$ cat src/core/flash_guard_pkg.sv
package flash_guard_pkg;

  // ----------------------------------------------------------------
  // Register map
  // ----------------------------------------------------------------
  localparam logic [11:0] ADDR_CMD    = 12'h000; // Command register.
  localparam logic [11:0] ADDR_STATUS = 12'h004; // Status register.
  localparam logic [11:0] ADDR_ACCESS = 12'h008; // Read/access query register.
  localparam logic [11:0] ADDR_BLOCK  = 12'h00C; // Block protection readout.
  localparam logic [11:0] ADDR_OPDONE = 12'h010; // Operation completion strobe.

  // ----------------------------------------------------------------
  // Field positions
  // ----------------------------------------------------------------
  localparam int CMD_OP_LSB    = 0;  // Command opcode, bits 3:0.
  localparam int CMD_BLOCK_LSB = 8;  // Block index, bits 15:8.
  localparam int ACC_KIND_LSB  = 0;  // Read kind, bits 1:0.
  localparam int ACC_BLOCK_LSB = 8;  // Read target block.
  localparam int ST_ERR_BIT    = 0;  // Protection error, sticky.
  localparam int ST_BUSY_BIT   = 1;  // Operation running.
  localparam int ST_SUSP_BIT   = 2;  // Operation suspended.
  localparam int ST_ERASE_BIT  = 3;  // Running operation is an erase.
  localparam int ST_SEQERR_BIT = 4;  // Command refused by sequencing.
  localparam int ST_WP_BIT     = 5;  // Synchronised write-protect level.
  localparam int ST_VPP_BIT    = 6;  // Synchronised lockout level.
  localparam int ST_BANK_LSB   = 8;  // Bank of running operation.
  localparam int ST_OPBLK_LSB  = 16; // Block of running operation.

  // ----------------------------------------------------------------
  // Reset values
  // ----------------------------------------------------------------
  localparam logic RST_LOCK     = 1'b1; // Blocks come up locked.
  localparam logic RST_LOCKDOWN = 1'b0; // Lock-down cleared by reset.

  // Commands written into the command register.
  typedef enum logic [3:0] {
    CMD_NONE     = 4'h0,
    CMD_LOCK     = 4'h1,
    CMD_UNLOCK   = 4'h2,
    CMD_LOCKDOWN = 4'h3,
    CMD_PROGRAM  = 4'h4,
    CMD_ERASE    = 4'h5,
    CMD_SUSPEND  = 4'h6,
    CMD_RESUME   = 4'h7,
    CMD_CLRSTAT  = 4'h8
  } cmd_t;

  // Read kinds checked by the access query.
  typedef enum logic [1:0] {
    RD_ARRAY = 2'h0,
    RD_IDENT = 2'h1,
    RD_QUERY = 2'h2,
    RD_OTP   = 2'h3
  } rdkind_t;

  // Operation state, Gray coded along idle, run, suspend.
  typedef enum logic [1:0] {
    OP_IDLE    = 2'b00,
    OP_RUN     = 2'b01,
    OP_SUSPEND = 2'b11
  } opstate_t;

  // Per-block remembered protection.
  typedef struct packed {
    logic lockBit;
    logic lockdownBit;
  } blockProt_t;

  // Pin side signals.
  typedef struct packed {
    logic writeProtect;
    logic supplyLockout;
  } pins_t;

endpackage

$ cat src/core/flash_block_lock_dual_op_guard.sv
// Local design decisions: the register addresses and the APB interface to the registers.
`timescale 1ns/1ps
// ------------------------------------------------------------------
// Block protection and dual operation guard
// ------------------------------------------------------------------
// Commands arrive over APB. Program and erase are checked against the
// block's effective protection and the operation sequencing; completion of
// the array operation is signalled by software writing the done
// register, since the array itself lives outside this block.
module flash_block_lock_dual_op_guard
  import flash_guard_pkg::*;
#(
  parameter int NUM_BLOCKS     = 131, // Total blocks.
  parameter int BLOCKS_PER_BANK = 8,  // Blocks per bank.
  parameter int NUM_PARAM      = 4    // Parameter blocks at the bottom of bank 0.
) (
  input  wire logic        clk_sys,       // System clock, 20 MHz.
  input  wire logic        nrst,          // Asynchronous reset, active low.
  input  wire logic        psel,          // APB select.
  input  wire logic        penable,       // APB enable.
  input  wire logic        pwrite,        // APB direction.
  input  wire logic [11:0] paddr,         // APB byte address.
  input  wire logic [31:0] pwdata,        // APB write data.
  output logic      [31:0] prdata,        // APB read data.
  output logic             pready,        // APB ready.
  output logic             pslverr,       // APB error.
  input  wire logic        writeProtect,  // Write-protect pin level.
  input  wire logic        supplyLockout, // Program supply at lockout level.
  output logic             arrayWrite,    // Pulse: program/erase launched.
  output logic             arrayErase,    // Kind of launched operation.
  output logic      [7:0]  arrayBlock,    // Block of launched operation.
  output logic             dataValid      // High while idle, else bit 1 of the last captured read data.
);

  // ----------------------------------------------------------------
  // State
  // ----------------------------------------------------------------
  typedef struct packed {
    pins_t     sync1;     // First synchroniser stage.
    pins_t     sync2;     // Second synchroniser stage.
    opstate_t  op;        // Operation state.
    logic      isErase;   // Running operation is an erase.
    logic [7:0] opBlock;  // Block of running operation.
    logic      progInSusp; // Program running inside an erase suspend.
    logic [7:0] progBlock; // Block of that nested program.
    logic      errFlag;   // Protection error, sticky.
    logic      seqErr;    // Sequencing refusal, sticky.
    logic      launch;    // Launch pulse.
    logic      launchErase; // Launch kind.
    logic [7:0] launchBlock; // Launch block.
    logic [31:0] rdata;   // Registered read data.
  } state_t;

  state_t st;      // Registered state.
  state_t next_st; // Next value.

  // ----------------------------------------------------------------
  // Bus decode
  // ----------------------------------------------------------------
  logic       wrEn;       // Write access phase.
  logic       rdSetup;    // Read setup phase, data captured.
  cmd_t       cmdOp;      // Decoded opcode.
  logic [7:0] cmdBlock;   // Decoded target block.
  logic       isCmdWrite; // Command register write.
  logic       wpHigh;     // Synchronised write-protect.
  logic       vppLock;    // Synchronised lockout.
  logic       lockAllow;  // Locking commands permitted.
  blockProt_t prot [NUM_BLOCKS]; // Per-block remembered bits.

  // Single-cycle APB: access completes in its first access cycle.
  assign pready     = 1'b1;
  assign wrEn       = psel && penable && pwrite;
  assign rdSetup    = psel && !penable && !pwrite;
  assign cmdOp      = cmd_t'(pwdata[CMD_OP_LSB +: 4]);
  assign cmdBlock   = pwdata[CMD_BLOCK_LSB +: 8];
  assign isCmdWrite = wrEn && (paddr == ADDR_CMD);
  assign wpHigh     = st.sync2.writeProtect;
  assign vppLock    = st.sync2.supplyLockout;

  // Unmapped addresses answer with an error.
  assign pslverr = psel && penable &&
                   !(paddr == ADDR_CMD || paddr == ADDR_STATUS ||
                     paddr == ADDR_ACCESS || paddr == ADDR_BLOCK ||
                     paddr == ADDR_OPDONE);

  // Locking is refused while a program is suspended.
  assign lockAllow = !(st.op == OP_SUSPEND && !st.isErase);

  // ----------------------------------------------------------------
  // Per-block protection cells
  // ----------------------------------------------------------------
  genvar gi;
  generate
    for (gi = 0; gi < NUM_BLOCKS; gi++) begin : g_blk
      block_prot_cell u_cell (
        .clk_sys (clk_sys),
        .nrst    (nrst),
        .sel     (isCmdWrite && cmdBlock == 8'(gi)),
        .cmd     (cmdOp),
        .allow   (lockAllow),
        .wpHigh  (wpHigh),
        .prot    (prot[gi])
      );
    end
  endgenerate

  // ----------------------------------------------------------------
  // Helpers
  // ----------------------------------------------------------------
  // Bank of a block index.
  function automatic logic [7:0] bankOf(input logic [7:0] blk);
    bankOf = 8'(int'(blk) / BLOCKS_PER_BANK);
  endfunction

  // Parameter block test.
  function automatic logic isParam(input logic [7:0] blk);
    isParam = int'(blk) < NUM_PARAM;
  endfunction

  // Effective protection: the triple with write-protect high ignores
  // lock-down, so only the lock bit matters; low with lock-down always
  // protects (lock bit is forced then).
  logic       tgtProt;  // Target of command is protected.
  logic       tgtValid; // Target index exists.
  blockProt_t tgtBits;  // Target's remembered bits.
  always_comb begin
    tgtValid = int'(cmdBlock) < NUM_BLOCKS;
    tgtBits  = tgtValid ? prot[cmdBlock] : blockProt_t'{lockBit: 1'b1, lockdownBit: 1'b0};
    // Triples 000, 100 and 110 are open.
    tgtProt  = tgtBits.lockBit || (tgtBits.lockdownBit && !wpHigh);
  end

  // Access query: decides whether a read of a given kind at a given
  // block is permitted and whether its data would be valid.
  rdkind_t    qKind;   // Queried kind.
  logic [7:0] qBlock;  // Queried block.
  logic       qAllow;  // Read accepted.
  logic       qValid;  // Data guaranteed.
  always_comb begin
    qKind  = rdkind_t'(pwdata[ACC_KIND_LSB +: 2]);
    qBlock = pwdata[ACC_BLOCK_LSB +: 8];
    qAllow = 1'b1;
    qValid = 1'b1;
    if (st.op != OP_IDLE) begin
      if (isParam(st.opBlock) && st.op == OP_RUN) begin
        // Parameter work leaves only main blocks of other banks.
        qAllow = (qKind == RD_ARRAY) && bankOf(qBlock) != 8'h00;
      end else if (st.op == OP_RUN && bankOf(st.opBlock) == 8'h00) begin
        qAllow = (qKind != RD_ARRAY) || bankOf(qBlock) != 8'h00;
      end
      if (qKind == RD_ARRAY && bankOf(qBlock) == bankOf(st.opBlock)) begin
        if (st.op == OP_RUN) begin
          qValid = 1'b0;
        end else if (qBlock == st.opBlock || (st.progInSusp && qBlock == st.progBlock)) begin
          qValid = 1'b0;
        end
      end
    end
  end

  // Data-valid flag: bit 1 of the last captured read data, forced high while idle.
  assign dataValid  = st.rdata[1] || st.op == OP_IDLE;
  assign arrayWrite = st.launch;
  assign arrayErase = st.launchErase;
  assign arrayBlock = st.launchBlock;

  // ----------------------------------------------------------------
  // Next-state logic
  // ----------------------------------------------------------------
  // Program and erase pass five checks: block index, supply lockout, block
  // protection, one operation at a time, and suspend constraints.
  always_comb begin
    next_st        = st;
    next_st.sync1  = '{writeProtect: writeProtect, supplyLockout: supplyLockout};
    next_st.sync2  = st.sync1;
    next_st.launch = 1'b0;

    if (isCmdWrite) begin
      case (cmdOp)
        CMD_PROGRAM, CMD_ERASE: begin
          if (!tgtValid) begin
            next_st.seqErr = 1'b1;
          end else if (vppLock || tgtProt) begin
            next_st.errFlag = 1'b1;
          end else if (st.op == OP_IDLE) begin
            next_st.op          = OP_RUN;
            next_st.isErase     = (cmdOp == CMD_ERASE);
            next_st.opBlock     = cmdBlock;
            next_st.launch      = 1'b1;
            next_st.launchErase = (cmdOp == CMD_ERASE);
            next_st.launchBlock = cmdBlock;
          end else if (st.op == OP_SUSPEND && st.isErase && cmdOp == CMD_PROGRAM &&
                       !st.progInSusp && cmdBlock != st.opBlock) begin
            // Nested program is allowed beside a suspended erase.
            next_st.progInSusp  = 1'b1;
            next_st.progBlock   = cmdBlock;
            next_st.launch      = 1'b1;
            next_st.launchErase = 1'b0;
            next_st.launchBlock = cmdBlock;
          end else begin
            next_st.seqErr = 1'b1;
          end
        end
        CMD_SUSPEND: begin
          if (st.op == OP_RUN) begin
            next_st.op = OP_SUSPEND;
          end else begin
            next_st.seqErr = 1'b1;
          end
        end
        CMD_RESUME: begin
          // Erase resumes and completes even if its block got locked.
          if (st.op == OP_SUSPEND && !st.progInSusp) begin
            next_st.op = OP_RUN;
          end else begin
            next_st.seqErr = 1'b1;
          end
        end
        CMD_CLRSTAT: begin
          next_st.errFlag = 1'b0;
          next_st.seqErr  = 1'b0;
        end
        default: begin
          // Locking commands during a program suspend are ignored
          // by the cells and flagged here.
          if (!lockAllow && cmdOp != CMD_NONE) begin
            next_st.seqErr = 1'b1;
          end
        end
      endcase
    end

    // Completion of the array operation: the nested program finishes
    // first, otherwise the running operation ends.
    if (wrEn && paddr == ADDR_OPDONE) begin
      if (st.progInSusp) begin
        next_st.progInSusp = 1'b0;
      end else if (st.op == OP_RUN) begin
        next_st.op = OP_IDLE;
      end
    end

    // Read data is captured in the setup cycle.
    if (rdSetup) begin
      case (paddr)
        ADDR_STATUS: begin
          next_st.rdata = '0;
          next_st.rdata[ST_ERR_BIT]    = st.errFlag;
          next_st.rdata[ST_BUSY_BIT]   = (st.op == OP_RUN) || st.progInSusp;
          next_st.rdata[ST_SUSP_BIT]   = (st.op == OP_SUSPEND);
          next_st.rdata[ST_ERASE_BIT]  = st.isErase;
          next_st.rdata[ST_SEQERR_BIT] = st.seqErr;
          next_st.rdata[ST_WP_BIT]     = wpHigh;
          next_st.rdata[ST_VPP_BIT]    = vppLock;
          next_st.rdata[ST_BANK_LSB +: 8]  = bankOf(st.opBlock);
          next_st.rdata[ST_OPBLK_LSB +: 8] = st.opBlock;
        end
        ADDR_ACCESS: begin
          next_st.rdata    = '0;
          next_st.rdata[0] = qAllow;
          next_st.rdata[1] = qValid;
        end
        ADDR_BLOCK: begin
          next_st.rdata = '0;
          if (int'(qBlock) < NUM_BLOCKS) begin
            next_st.rdata[0] = prot[qBlock].lockBit;
            next_st.rdata[1] = prot[qBlock].lockdownBit;
            next_st.rdata[2] = wpHigh;
          end
        end
        default: next_st.rdata = '0;
      endcase
    end
  end

  assign prdata = st.rdata;

  // Register the whole state.
  always_ff @(posedge clk_sys or negedge nrst) begin
    if (!nrst) begin
      st <= '0;
    end else begin
      st <= next_st;
    end
  end

endmodule

$ cat src/core/block_prot_cell.sv
`timescale 1ns/1ps
// ------------------------------------------------------------------
// One block's lock and lock-down bits
// ------------------------------------------------------------------
module block_prot_cell
  import flash_guard_pkg::*;
(
  input  wire logic       clk_sys,     // System clock.
  input  wire logic       nrst,        // Asynchronous reset, active low.
  input  wire logic       sel,         // Command addresses this block.
  input  wire cmd_t       cmd,         // Locking command, qualified by sel.
  input  wire logic       allow,       // Sequencing permits locking now.
  input  wire logic       wpHigh,      // Write-protect pin is high.
  output blockProt_t      prot         // Remembered bits.
);

  blockProt_t state;      // Registered bits.
  blockProt_t next_state; // Next value.
  logic       frozen;     // Lock-down active with write-protect low.

  assign frozen = state.lockdownBit && !wpHigh;
  assign prot   = state;

  // Next-value logic. Lock-down is a sticky bit; only reset clears it.
  always_comb begin
    next_state = state;
    if (sel && allow && !frozen) begin
      case (cmd)
        CMD_LOCK:     next_state.lockBit = 1'b1;
        CMD_UNLOCK:   next_state.lockBit = 1'b0;
        CMD_LOCKDOWN: begin
          next_state.lockBit     = 1'b1;
          next_state.lockdownBit = 1'b1;
        end
        default:      next_state = state;
      endcase
    end
  end

  // Reset returns to locked and clears lock-down.
  always_ff @(posedge clk_sys or negedge nrst) begin
    if (!nrst) begin
      state <= '{lockBit: RST_LOCK, lockdownBit: RST_LOCKDOWN};
    end else begin
      state <= next_state;
    end
  end

endmodule

$ cat config.mk
export PLATFORM = sky130hd
export DESIGN_NAME = flash_block_lock_dual_op_guard
export DESIGN_NICKNAME = d
export VERILOG_FILES = /design/src/core/flash_guard_pkg.sv /design/src/core/flash_block_lock_dual_op_guard.sv /design/src/core/block_prot_cell.sv
export SDC_FILE = /design/constraint.sdc
export NUM_CORES = 1
export LEC_CHECK = 0
export BUFFER_PORTS_ARGS = -buffer_cell sky130_fd_sc_hd__buf_2
export CORE_MARGIN = 4
export CORE_UTILIZATION = 27
export CTS_CLUSTER_DIAMETER = 40
export DETAILED_ROUTE_END_ITERATION = 16
export SLEW_MARGIN = 10
export SYNTH_ARGS = -nofsm -noshare
export SYNTH_HDL_FRONTEND = slang
export SYNTH_HIERARCHICAL = 1
export SYNTH_SLANG_ARGS = --single-unit
$ cat constraint.sdc
create_clock -name clk_sys -period 5.5 [get_ports clk_sys]
set_clock_uncertainty 0.2 [all_clocks]
set_input_delay 1.65 -clock clk_sys [delete_from_list [all_inputs] [get_ports clk_sys]]
set_output_delay 1.65 -clock clk_sys [all_outputs]
set_load 0.03 [all_outputs]
==> reports/qor.txt, run 1 <==
register area share after synthesis: 0.440
Seq pwr share: 0.362
CTS tree: built
Die Wd: 267 um
post-CTS setup buffer count: 0
Final Setup Violations: 0
Post-DRT Antenna Nets: 0
drt first-iter violations: 1305
Min-Delay Path Class: reg2reg
non-filler cells, final: 2588
routability congestion estimate: 0.832
antenna cell count: 0
Setup WS pre-CTS: -0.00835 ns
Switching Fraction: 0.252
Pint: 4.80 mW
Synth Register Bits: 313
total power: 6.42 mW
Sequential cell area: 8000 sq um
crit path DAT: 5.15 ns
worst hold slack: 0.148 ns
share of cells above drive strength 1: 0.400
asr flop ratio synth: 1.00
initial core utilization: 0.274
clk_lat worst skew: 0.61 ns
vias in the first global route: 14.7k
critical path peak fanout: 12
initial antenna violation count: 0
leak pwr: 9.29 nW
WP data required: 5.79 ns
clk sinks: 313
first-pass GRT wire length: 87000 um
Met3 Wirelength: 3840 um
final worst-path cycle share: 0.883
minimum clock period: 4.86 ns
CTS Root Cell: clkbuf_16
Cells after DPL: 2478
final worst setup slack: 0.642 ns
core area: 66200 sq um
Synth cell types: 54
wire length on met1: 24000 um
cts-stage hold buffer count: 0
PwrDens: 297 nW/um^2
Crit. End Element: flop
Syn. warnings: 6
Post-synth EDFFs: 0
Synth Flop Type: dfrtp_1
critical path class: in2reg
run status: finished clean
I/O pin cnt: 96
maximum vdd drop: 0.220 mV
Num CTS Buffers: 59
die footprint: 71500 sq um
Clock transition at path regs: 0.05 ns
met2 WL: 26700 um
Net Sw Power: 1.62 mW
Max Root-Sink Buffers: 3
Yosys top cell area share: 0.251
vias post-DR: 14.5k
All-Layer GR Usage: 0.153
Routed WL: 56200 um
Achievable Freq: 206 MHz
cell taking the most area after synthesis: dfrtp_1
DR vias/cell: 5.60
largest net degree at the start of global routing: 237
Syn Inst Count: 1573
RSZ-0062 raised after global routing: false
footprint of the multi-input gates: 9670 sq um
# fillers: 6601
Worst setup SP type: primary input
DR WL/cell: 21.7 um
setup TNS: 0 ns
Die Y: 267 um
grt ovf: 0
nets: 1726
Avg Inst Size Synth: 11.5 sq um
post-CTS sizing: 0
synth top area cells: dfrtp_1, dfstp_2, and4bb_1, a32o_2, a31o_2
Slew headroom: 0.208
combinational share of power: 0.063
top routing layer used: met4
max-cap viol count: 0
Initial DRT Pass Iterations: 8
Final HPWL DP: 33800 um
Remaining DRCs: 0
num rows: 94
CTS HTree Levels: 2
count of pins over their slew limit: 0
Hold Vio Cnt, Final: 0
PortBufs: 62
Clk pwr share: 0.575
Slew @ Worst Pin: 1.19 ns
Netlist Area Pre-Place: 18200 sq um
P&R area growth vs syn: 19.1%
-- synth_stat cells, drive strengths merged, types with 12 or more instances --
master / number
dfstp: 131
a31o: 131
nor2b: 15
nand2: 38
a21oi: 26
and4bb: 131
buf: 62
nand2b: 136
mux2i: 52
a22oi: 37
dfrtp: 182
a22o: 12
nand3: 145
a32o: 131
nor2: 150
mux4: 43
clkbuf: 23
mux2: 26
-- routing by layer --
layer	global-route usage	up-vias
li1	-	6475
met3	0.0324	121
met4	0.0504	0
met2	0.253	489
met5	0	-
met1	0.201	7403
-- kinds of logic after synthesis --
logic type,share of synthesized area
xor gates and xnor gates,0.00772
other,0.000414
DFF,0.440
muxes,0.0981
buffers and inverters,0.0293
AOI/OAI and AO/OA,0.184
and+or+nand+nor,0.240
-- power groups by stage --
stage	logic [mW]	clock network, mW	registers, mW
floorplan	0.172	0	2.35
global placement	0.400	0	2.36
detailed placement	0.402	0	2.36
CTS	0.403	3.75	2.32
global route	0.431	3.86	2.32
finish	0.404	3.69	2.32
-- worst paths after layout --
check / startpoint / to / slack, ns / cells past startpoint
worst max-delay path: pwdata[11] / arrayBlock[1] / 0.64 / 11
worst min-delay path: next_st[65] / wpHigh / 0.15 / 0
worst max register to register: g_blk[108].u_cell/prot[0] / arrayBlock[1] / 1.66 / 8
worst min register to register: next_st[65] / wpHigh / 0.15 / 0
max in group asynchronous: nrst / g_blk[62].u_cell/prot[1] / 3.18 / 2
min in group asynchronous: nrst / st[50] / 0.87 / 1
-- worst max-delay path: stages --
cell	delay, ns
buf_2	0.24
buf_4	0.27
mux4_2	0.33
mux4_2	0.53
and2_0	0.18
a211oi_1	0.35
buf_4	0.21
o211ai_2	0.07
buf_4	0.18
nor4_4	0.70
mux2_2	0.41
-- per-stage QoR --
step / area, sq um / util
2_1_floorplan: 18200 / -
3_3_place_gp: 19600 / 0.296
3_5_place_dp: 19600 / 0.296
4_1_cts: 21600 / 0.327
5_1_grt: 21600 / 0.327
6_report: 21600 / 0.327
-- layout make-up --
| type | count | area share |
|---|---|---|
| clock buffer | 74 | 0.0741 |
| clock inverter | 36 | 0.0195 |
| inverter | 7 | 0.00121 |
| tap | 864 | 0.0500 |
| multi-input combinational | 1179 | 0.447 |
| timing repair buffer | 115 | 0.0380 |
| sequential | 313 | 0.370 |
-- placed cells by master, fill, tap and decap left out, drive strengths merged, types with 52 or more instances in the layout --
cell and n:
clkbuf 76, nand2b 136, a31o 131, a32o 131, dfrtp 182, nand3 145
and4bb 131, mux2i 52, nor2 150, dfstp 131, buf 113
-- flip-flops by register name, summed over array words and instances, names as in the netlist --
register,flops
vppLock,1
next_st,2
g_blk.u_cell/prot,262
arrayWrite,1
arrayErase,1
arrayBlock,8
st,22
prdata,15
wpHigh,1
Power figures use the tool's default switching activity.
==> run 2: changes to the inputs <==
Settings changed: BUFFER_PORTS_ARGS -buffer_cell sky130_fd_sc_hd__buf_2 to default, DONT_BUFFER_PORTS from default to 1.
==> reports/qor.txt, run 2 (same netlist as run 1, synthesis figures left out) <==
max reg flops: 262 (unchanged)
Slew headroom: 0.338 (+0.130)
Min-Delay Path Class: reg2reg
slowest cell delay on critical path: 0.75 ns (+0.05 ns)
combinational share of power: 0.029 (-0.034)
core area: 66200 sq um (unchanged)
WP data required: 5.82 ns (+0.03 ns)
post-CTS setup buffer count: 0 (unchanged)
maximum vdd drop: 0.241 mV (+9.4%)
HP Start: next_st[64]
hold path depth: 0 (unchanged)
Switching Fraction: 0.233 (-0.0190)
most used cell, CP: nand3_1
PwrDens: 287 nW/um^2 (-3.2%)
minimum clock period: 4.64 ns (-0.218 ns)
clk_lat worst skew: 0.60 ns (about the same)
Worst setup SP type: primary input
CP Depth: 11 (unchanged)
drt first-iter violations: 1377 (+5.5%)
post-CTS sizing: 0 (unchanged)
Pint: 4.58 mW (-4.6%)
Final Setup Violations: 0 (unchanged)
share of cells above drive strength 1: 0.364 (-0.0364)
critical path peak fanout: 8 (-4)
DR WL/cell: 22.5 um (+3.9%)
Achievable Freq: 216 MHz (+4.7%)
Num CTS Buffers: 51 (-14%)
Max Root-Sink Buffers: 3 (unchanged)
Net Sw Power: 1.39 mW (-14%)
run status: finished clean
P&R area growth vs syn: 14.5%
Die Wd: 267 um (unchanged)
crit path DAT: 4.96 ns (-0.19 ns)
worst path bufs/invs: 1 (-3)
die footprint: 71500 sq um (unchanged)
CTS Root Cell: clkbuf_16
num rows: 94 (unchanged)
Seq pwr share: 0.388 (+0.026)
R2R cell count: 10 (+2)
leak pwr: 8.76 nW (-5.7%)
cts-stage hold buffer count: 0 (unchanged)
setup TNS: 0 ns (unchanged)
DR vias/cell: 5.71 (+2.0%)
I/O pin cnt: 96 (unchanged)
RSZ-0062 raised after global routing: false
Final HPWL DP: 31000 um (-8.4%)
antenna cell count: 0 (unchanged)
Clk pwr share: 0.583 (+0.008)
nets: 1625 (-5.9%)
count of pins over their slew limit: 0 (unchanged)
Clock transition at path regs: 0.06 ns (about the same)
CP max-delay cell: nor3b_1
initial core utilization: 0.274 (unchanged)
first-pass GRT wire length: 87200 um (+0.28%)
delay-heaviest family, CP: simple AND/OR/NAND/NOR gates
PortBufs: 0 (-100%)
Hold Vio Cnt, Final: 0 (unchanged)
CTS tree: built
clk sinks: 313 (unchanged)
internal reg-to-reg setup slack: 1.84 ns (+0.18 ns)
All-Layer GR Usage: 0.153 (-0.000358)
commonest cells after routing, fill and taps aside: dfrtp_1, nor2_1, nand3_1, nand2b_1
Post-DRT Antenna Nets: 0 (unchanged)
Initial DRT Pass Iterations: 5 (-3)
routability congestion estimate: 0.856 (+2.9%)
vias post-DR: 14.2k (-2.2%)
CTS HTree Levels: 2 (unchanged)
Worst R2R Start: g_blk[101].u_cell/prot[0]
max-cap viol count: 0 (unchanged)
Crit. End Element: flop
Cells after DPL: 2385 (-3.8%)
Util after Layout: 0.314 (-0.0125)
Die Y: 267 um (unchanged)
Routed WL: 55900 um (-0.48%)
final worst-path cycle share: 0.844 (-0.0397)
grt ovf: 0 (unchanged)
initial antenna violation count: 0 (unchanged)
vias in the first global route: 14.4k (-1.9%)
Critical R2R Capture: arrayBlock[6]
Slew @ Worst Pin: 0.993 ns (-0.195 ns)
Worst Hold End: vppLock
non-filler cells, final: 2480 (-4.2%)
Remaining DRCs: 0 (unchanged)
largest net degree at the start of global routing: 314 (+32%)
crit-path cells: nor4_1, nand2_1, nor4_1, buf_4, nand3_1, nor3b_1, nand3_1, nor2_1, and4bb_1, nand3_1, a32o_2
commonest non-fill, non-tap cell in the layout: dfrtp_1
critical path class: in2reg
## run 2: changes by cell type in the layout (fill, tap and decap cells not counted), sizes merged
cell	previous run	this run
buf	113	22
bufinv	6	8
clkinvlp	9	2
clkbuf	76	57
clkinv	11	12
inv	17	23
## run 2: power groups by stage
stage	combinational (mW)	sequential, mW	clock [mW]
2_1_floorplan	0.172	2.35	0
3_3_place_gp	0.170	2.35	0
3_5_place_dp	0.170	2.35	0
4_1_cts	0.171	2.32	3.55
5_1_grt	0.180	2.32	3.65
6_report	0.173	2.32	3.48
## run 2: area by class of cell
type	instances	area (sq um)
multi-input cells	1179	9670
flip-flops and latches	313	8000
fillers	6592	45400
clock buffers	57	1340
well taps	864	1080
clock inverters	38	512
repair buffers	22	165
inverters	7	26.3
## run 2: routing by layer
metal	GRT usage	part of all wire	vias up
met2	0.249	0.48	473
met1	0.200	0.43	7310
met3	0.0339	0.065	120
met5	0	0	-
li1	-	-	6264
met4	0.0565	0.033	0
## run 2: stage by stage
step	worst slack, ns	total power, mW	hold WS (ns)	cell area, sq um
3_5_place_dp	0.405	2.52	0.142	18900
3_3_place_gp	0.408	2.52	0.136	18900
6_report	0.861	5.97	0.152	20800
4_1_cts	0.969	6.04	0.154	20800
2_1_floorplan	0.592	2.53	0.131	18200
5_1_grt	0.667	6.14	0.166	20800
## run 2: worst reg2reg max path, stage by stage, from the launching register on
cell and delay, ns:
dfrtp_1 0.40, mux4_2 0.52, mux4_2 0.48, or3b_1 0.37, nand3_1 0.17, nor4_1 0.13, nor2b_1 0.15, buf_4 0.19
nor4_4 0.35, buf_4 0.22, mux2_2 0.34
## run 2: worst max path at each step
stage / from / to / slack (ns)
3_5_place_dp: paddr[9] / g_blk[13].u_cell/prot[1] / 0.40
3_3_place_gp: paddr[9] / g_blk[93].u_cell/prot[1] / 0.41
6_report: paddr[9] / g_blk[13].u_cell/prot[1] / 0.86
4_1_cts: paddr[9] / g_blk[13].u_cell/prot[1] / 0.97
5_1_grt: paddr[9] / g_blk[13].u_cell/prot[1] / 0.67
2_1_floorplan: pwdata[8] / st[53] / 0.59
==> run 3: changes to the inputs <==
Clock period 5.5 ns to 4.5 ns, I/O delays scaled along.
==> reports/qor.txt, run 3 (same netlist as run 1, synthesis figures left out) <==
footprint of the multi-input gates: 9680 sq um (about the same)
leak pwr: 8.99 nW (+2.6%)
Seq pwr share: 0.365 (-0.023)
combinational share of power: 0.030 (about the same)
maximum vdd drop: 0.307 mV (+27%)
Worst R2R Start: g_blk[109].u_cell/prot[0]
P&R area growth vs syn: 17.1%
commonest cells after routing, fill and taps aside: dfrtp_1, nor2_1, nand3_1, nand2b_1
CTS HTree Levels: 2 (unchanged)
max reg flops: 262 (unchanged)
critical path class: in2reg
Critical R2R Capture: arrayBlock[7]
antenna cell count: 0 (unchanged)
failing checks: slew limit
Final Setup Violations: 0 (unchanged)
final worst-path cycle share: 0.923
largest net degree at the start of global routing: 314 (unchanged)
Final HPWL DP: 31400 um (+1.5%)
RSZ-0062 raised after global routing: false
Initial DRT Pass Iterations: 7 (+2)
Clock transition at path regs: 0.06 ns (about the same)
I/O pin cnt: 96 (unchanged)
DR vias/cell: 5.69 (-0.33%)
placed cell area: 19200 sq um (+1.1%)
Finished Cell Area: 21300 sq um (+2.3%)
Hold Vio Cnt, Final: 0 (unchanged)
Switching Fraction: 0.225 (-0.00823)
num rows: 94 (unchanged)
die footprint: 71500 sq um (unchanged)
DR WL/cell: 22.4 um (-0.48%)
Num CTS Buffers: 58 (+14%)
initial antenna violation count: 2 (+2)
vias in the first global route: 14.6k (+1.5%)
final worst setup slack: 0.346 ns (-0.515 ns)
post-CTS sizing: 0 (unchanged)
commonest non-fill, non-tap cell in the layout: dfrtp_1
max-cap viol count: 0 (unchanged)
Post-DRT Antenna Nets: 0 (unchanged)
Routed WL: 56500 um (+1.1%)
nets: 1657 (+2.0%)
slowest cell delay on critical path: 0.75 ns (about the same)
share of cells above drive strength 1: 0.379 (+0.0154)
setup TNS: 0 ns (unchanged)
PwrDens: 364 nW/um^2 (+27%)
count of pins over their slew limit: 90 (+90)
R2R cell count: 8 (-2)
Die Wd: 267 um (unchanged)
CTS Root Cell: clkbuf_16
run status: complete, but fails checks
grt ovf: 0 (unchanged)
Net Sw Power: 1.74 mW (+25%)
vias post-DR: 14.3k (+1.3%)
Slew headroom: -0.0475 (-0.386)
HP Start: next_st[64]
internal reg-to-reg setup slack: 0.76 ns (-1.08 ns)
Clk pwr share: 0.605 (+0.022)
post-CTS setup buffer count: 0 (unchanged)
worst path bufs/invs: 0 (-1)
critical path peak fanout: 57 (+49)
non-filler cells, final: 2520 (+1.6%)
Sequential cell area: 8000 sq um (unchanged)
Crit. End Element: flop
CP max-delay cell: nor4_4
Max Root-Sink Buffers: 3 (unchanged)
clk sinks: 313 (unchanged)
initial core utilization: 0.274 (unchanged)
most used cell, CP: mux4_2
Pint: 6.01 mW (+31%)
CTS tree: built
All-Layer GR Usage: 0.153 (-0.000326)
PortBufs: 0 (unchanged)
clk_lat worst skew: 0.62 ns (+0.02 ns)
hold path depth: 0 (unchanged)
Setup WS pre-CTS: -0.278 ns (-0.683 ns)
drt first-iter violations: 1136 (-18%)
Remaining DRCs: 0 (unchanged)
Cells after DPL: 2410 (+1.0%)
minimum clock period: 4.15 ns
Min-Delay Path Class: reg2reg
crit-path cells: mux4_2, mux4_2, or3b_1, nand3_1, nor4_1, nor2b_1, nor4_4, mux2_2
crit path DAT: 4.44 ns (-0.52 ns)
# fillers: 6537 (-0.83%)
Worst Hold End: vppLock
Die Y: 267 um (unchanged)
Slew @ Worst Pin: 1.57 ns (+0.579 ns)
worst hold slack: 0.154 ns (+0.00146 ns)
core area: 66200 sq um (unchanged)
WP data required: 4.78 ns (-1.04 ns)
Worst setup SP type: primary input
delay-heaviest family, CP: simple AND/OR/NAND/NOR gates
Achievable Freq: 241 MHz
routability congestion estimate: 0.799 (-6.7%)
first-pass GRT wire length: 87100 um (-0.16%)
cts-stage hold buffer count: 0 (unchanged)
==> run 3: cell types whose count changed in the layout (fill, tap and decap cells not counted), sizes merged <==
| cell | previous run | this run |
|---|---|---|
| inv | 23 | 16 |
| bufinv | 8 | 9 |
| clkinvlp | 2 | 8 |
| clkbuf | 57 | 69 |
| buf | 22 | 47 |
| clkinv | 12 | 15 |
==> run 3: cell type report <==
| cell class | count | share of cell area |
|---|---|---|
| clock buffers | 69 | 0.0745 |
| clock inverters | 41 | 0.0249 |
| inverters | 7 | 0.00124 |
| multi-input cells | 1179 | 0.455 |
| flip-flops and latches | 313 | 0.376 |
| well taps | 864 | 0.0508 |
| repair buffers | 47 | 0.0172 |
==> run 3: how the worst max path moves through the flow <==
stage          startpoint             to  slack, ns  cells past startpoint
2_1_floorplan  pwdata[11]         st[53]       0.03                     10
3_3_place_gp   pwdata[11]  arrayBlock[7]      -0.27                      8
3_5_place_dp   pwdata[11]  arrayBlock[7]      -0.28                      8
4_1_cts        pwdata[11]  arrayBlock[7]       0.36                      8
5_1_grt        pwdata[11]  arrayBlock[7]       0.31                      8
6_report       pwdata[11]  arrayBlock[7]       0.35                      8
==> run 3: routing by layer <==
metal | GRT usage | share of wire
met5 | 0 | 0
met4 | 0.0541 | 0.032
met1 | 0.203 | 0.43
met2 | 0.246 | 0.47
met3 | 0.0325 | 0.067
==> run 3: per-stage QoR <==
stage | total power [mW] | util
2_1_floorplan | 3.09 | -
3_3_place_gp | 3.10 | 0.289
3_5_place_dp | 3.10 | 0.289
4_1_cts | 7.83 | 0.321
5_1_grt | 7.98 | 0.321
6_report | 7.75 | 0.321
==> run 3: worst register-to-register path, delay by kind of cell (launching register included) <==
| family | cells | cell delay, ns |
|---|---|---|
| simple gates | 5 | 1.60 |
| mux | 3 | 1.43 |
| flops | 1 | 0.39 |
==> run 3: power by group through the flow <==
stage / sequential (mW) / combinational (mW) / clock, mW
after floorplan: 2.88 / 0.212 / 0
after global placement: 2.87 / 0.228 / 0
after CTS: 2.83 / 0.229 / 4.77
after detailed placement: 2.87 / 0.228 / 0
final: 2.83 / 0.231 / 4.69
after global routing: 2.83 / 0.240 / 4.91
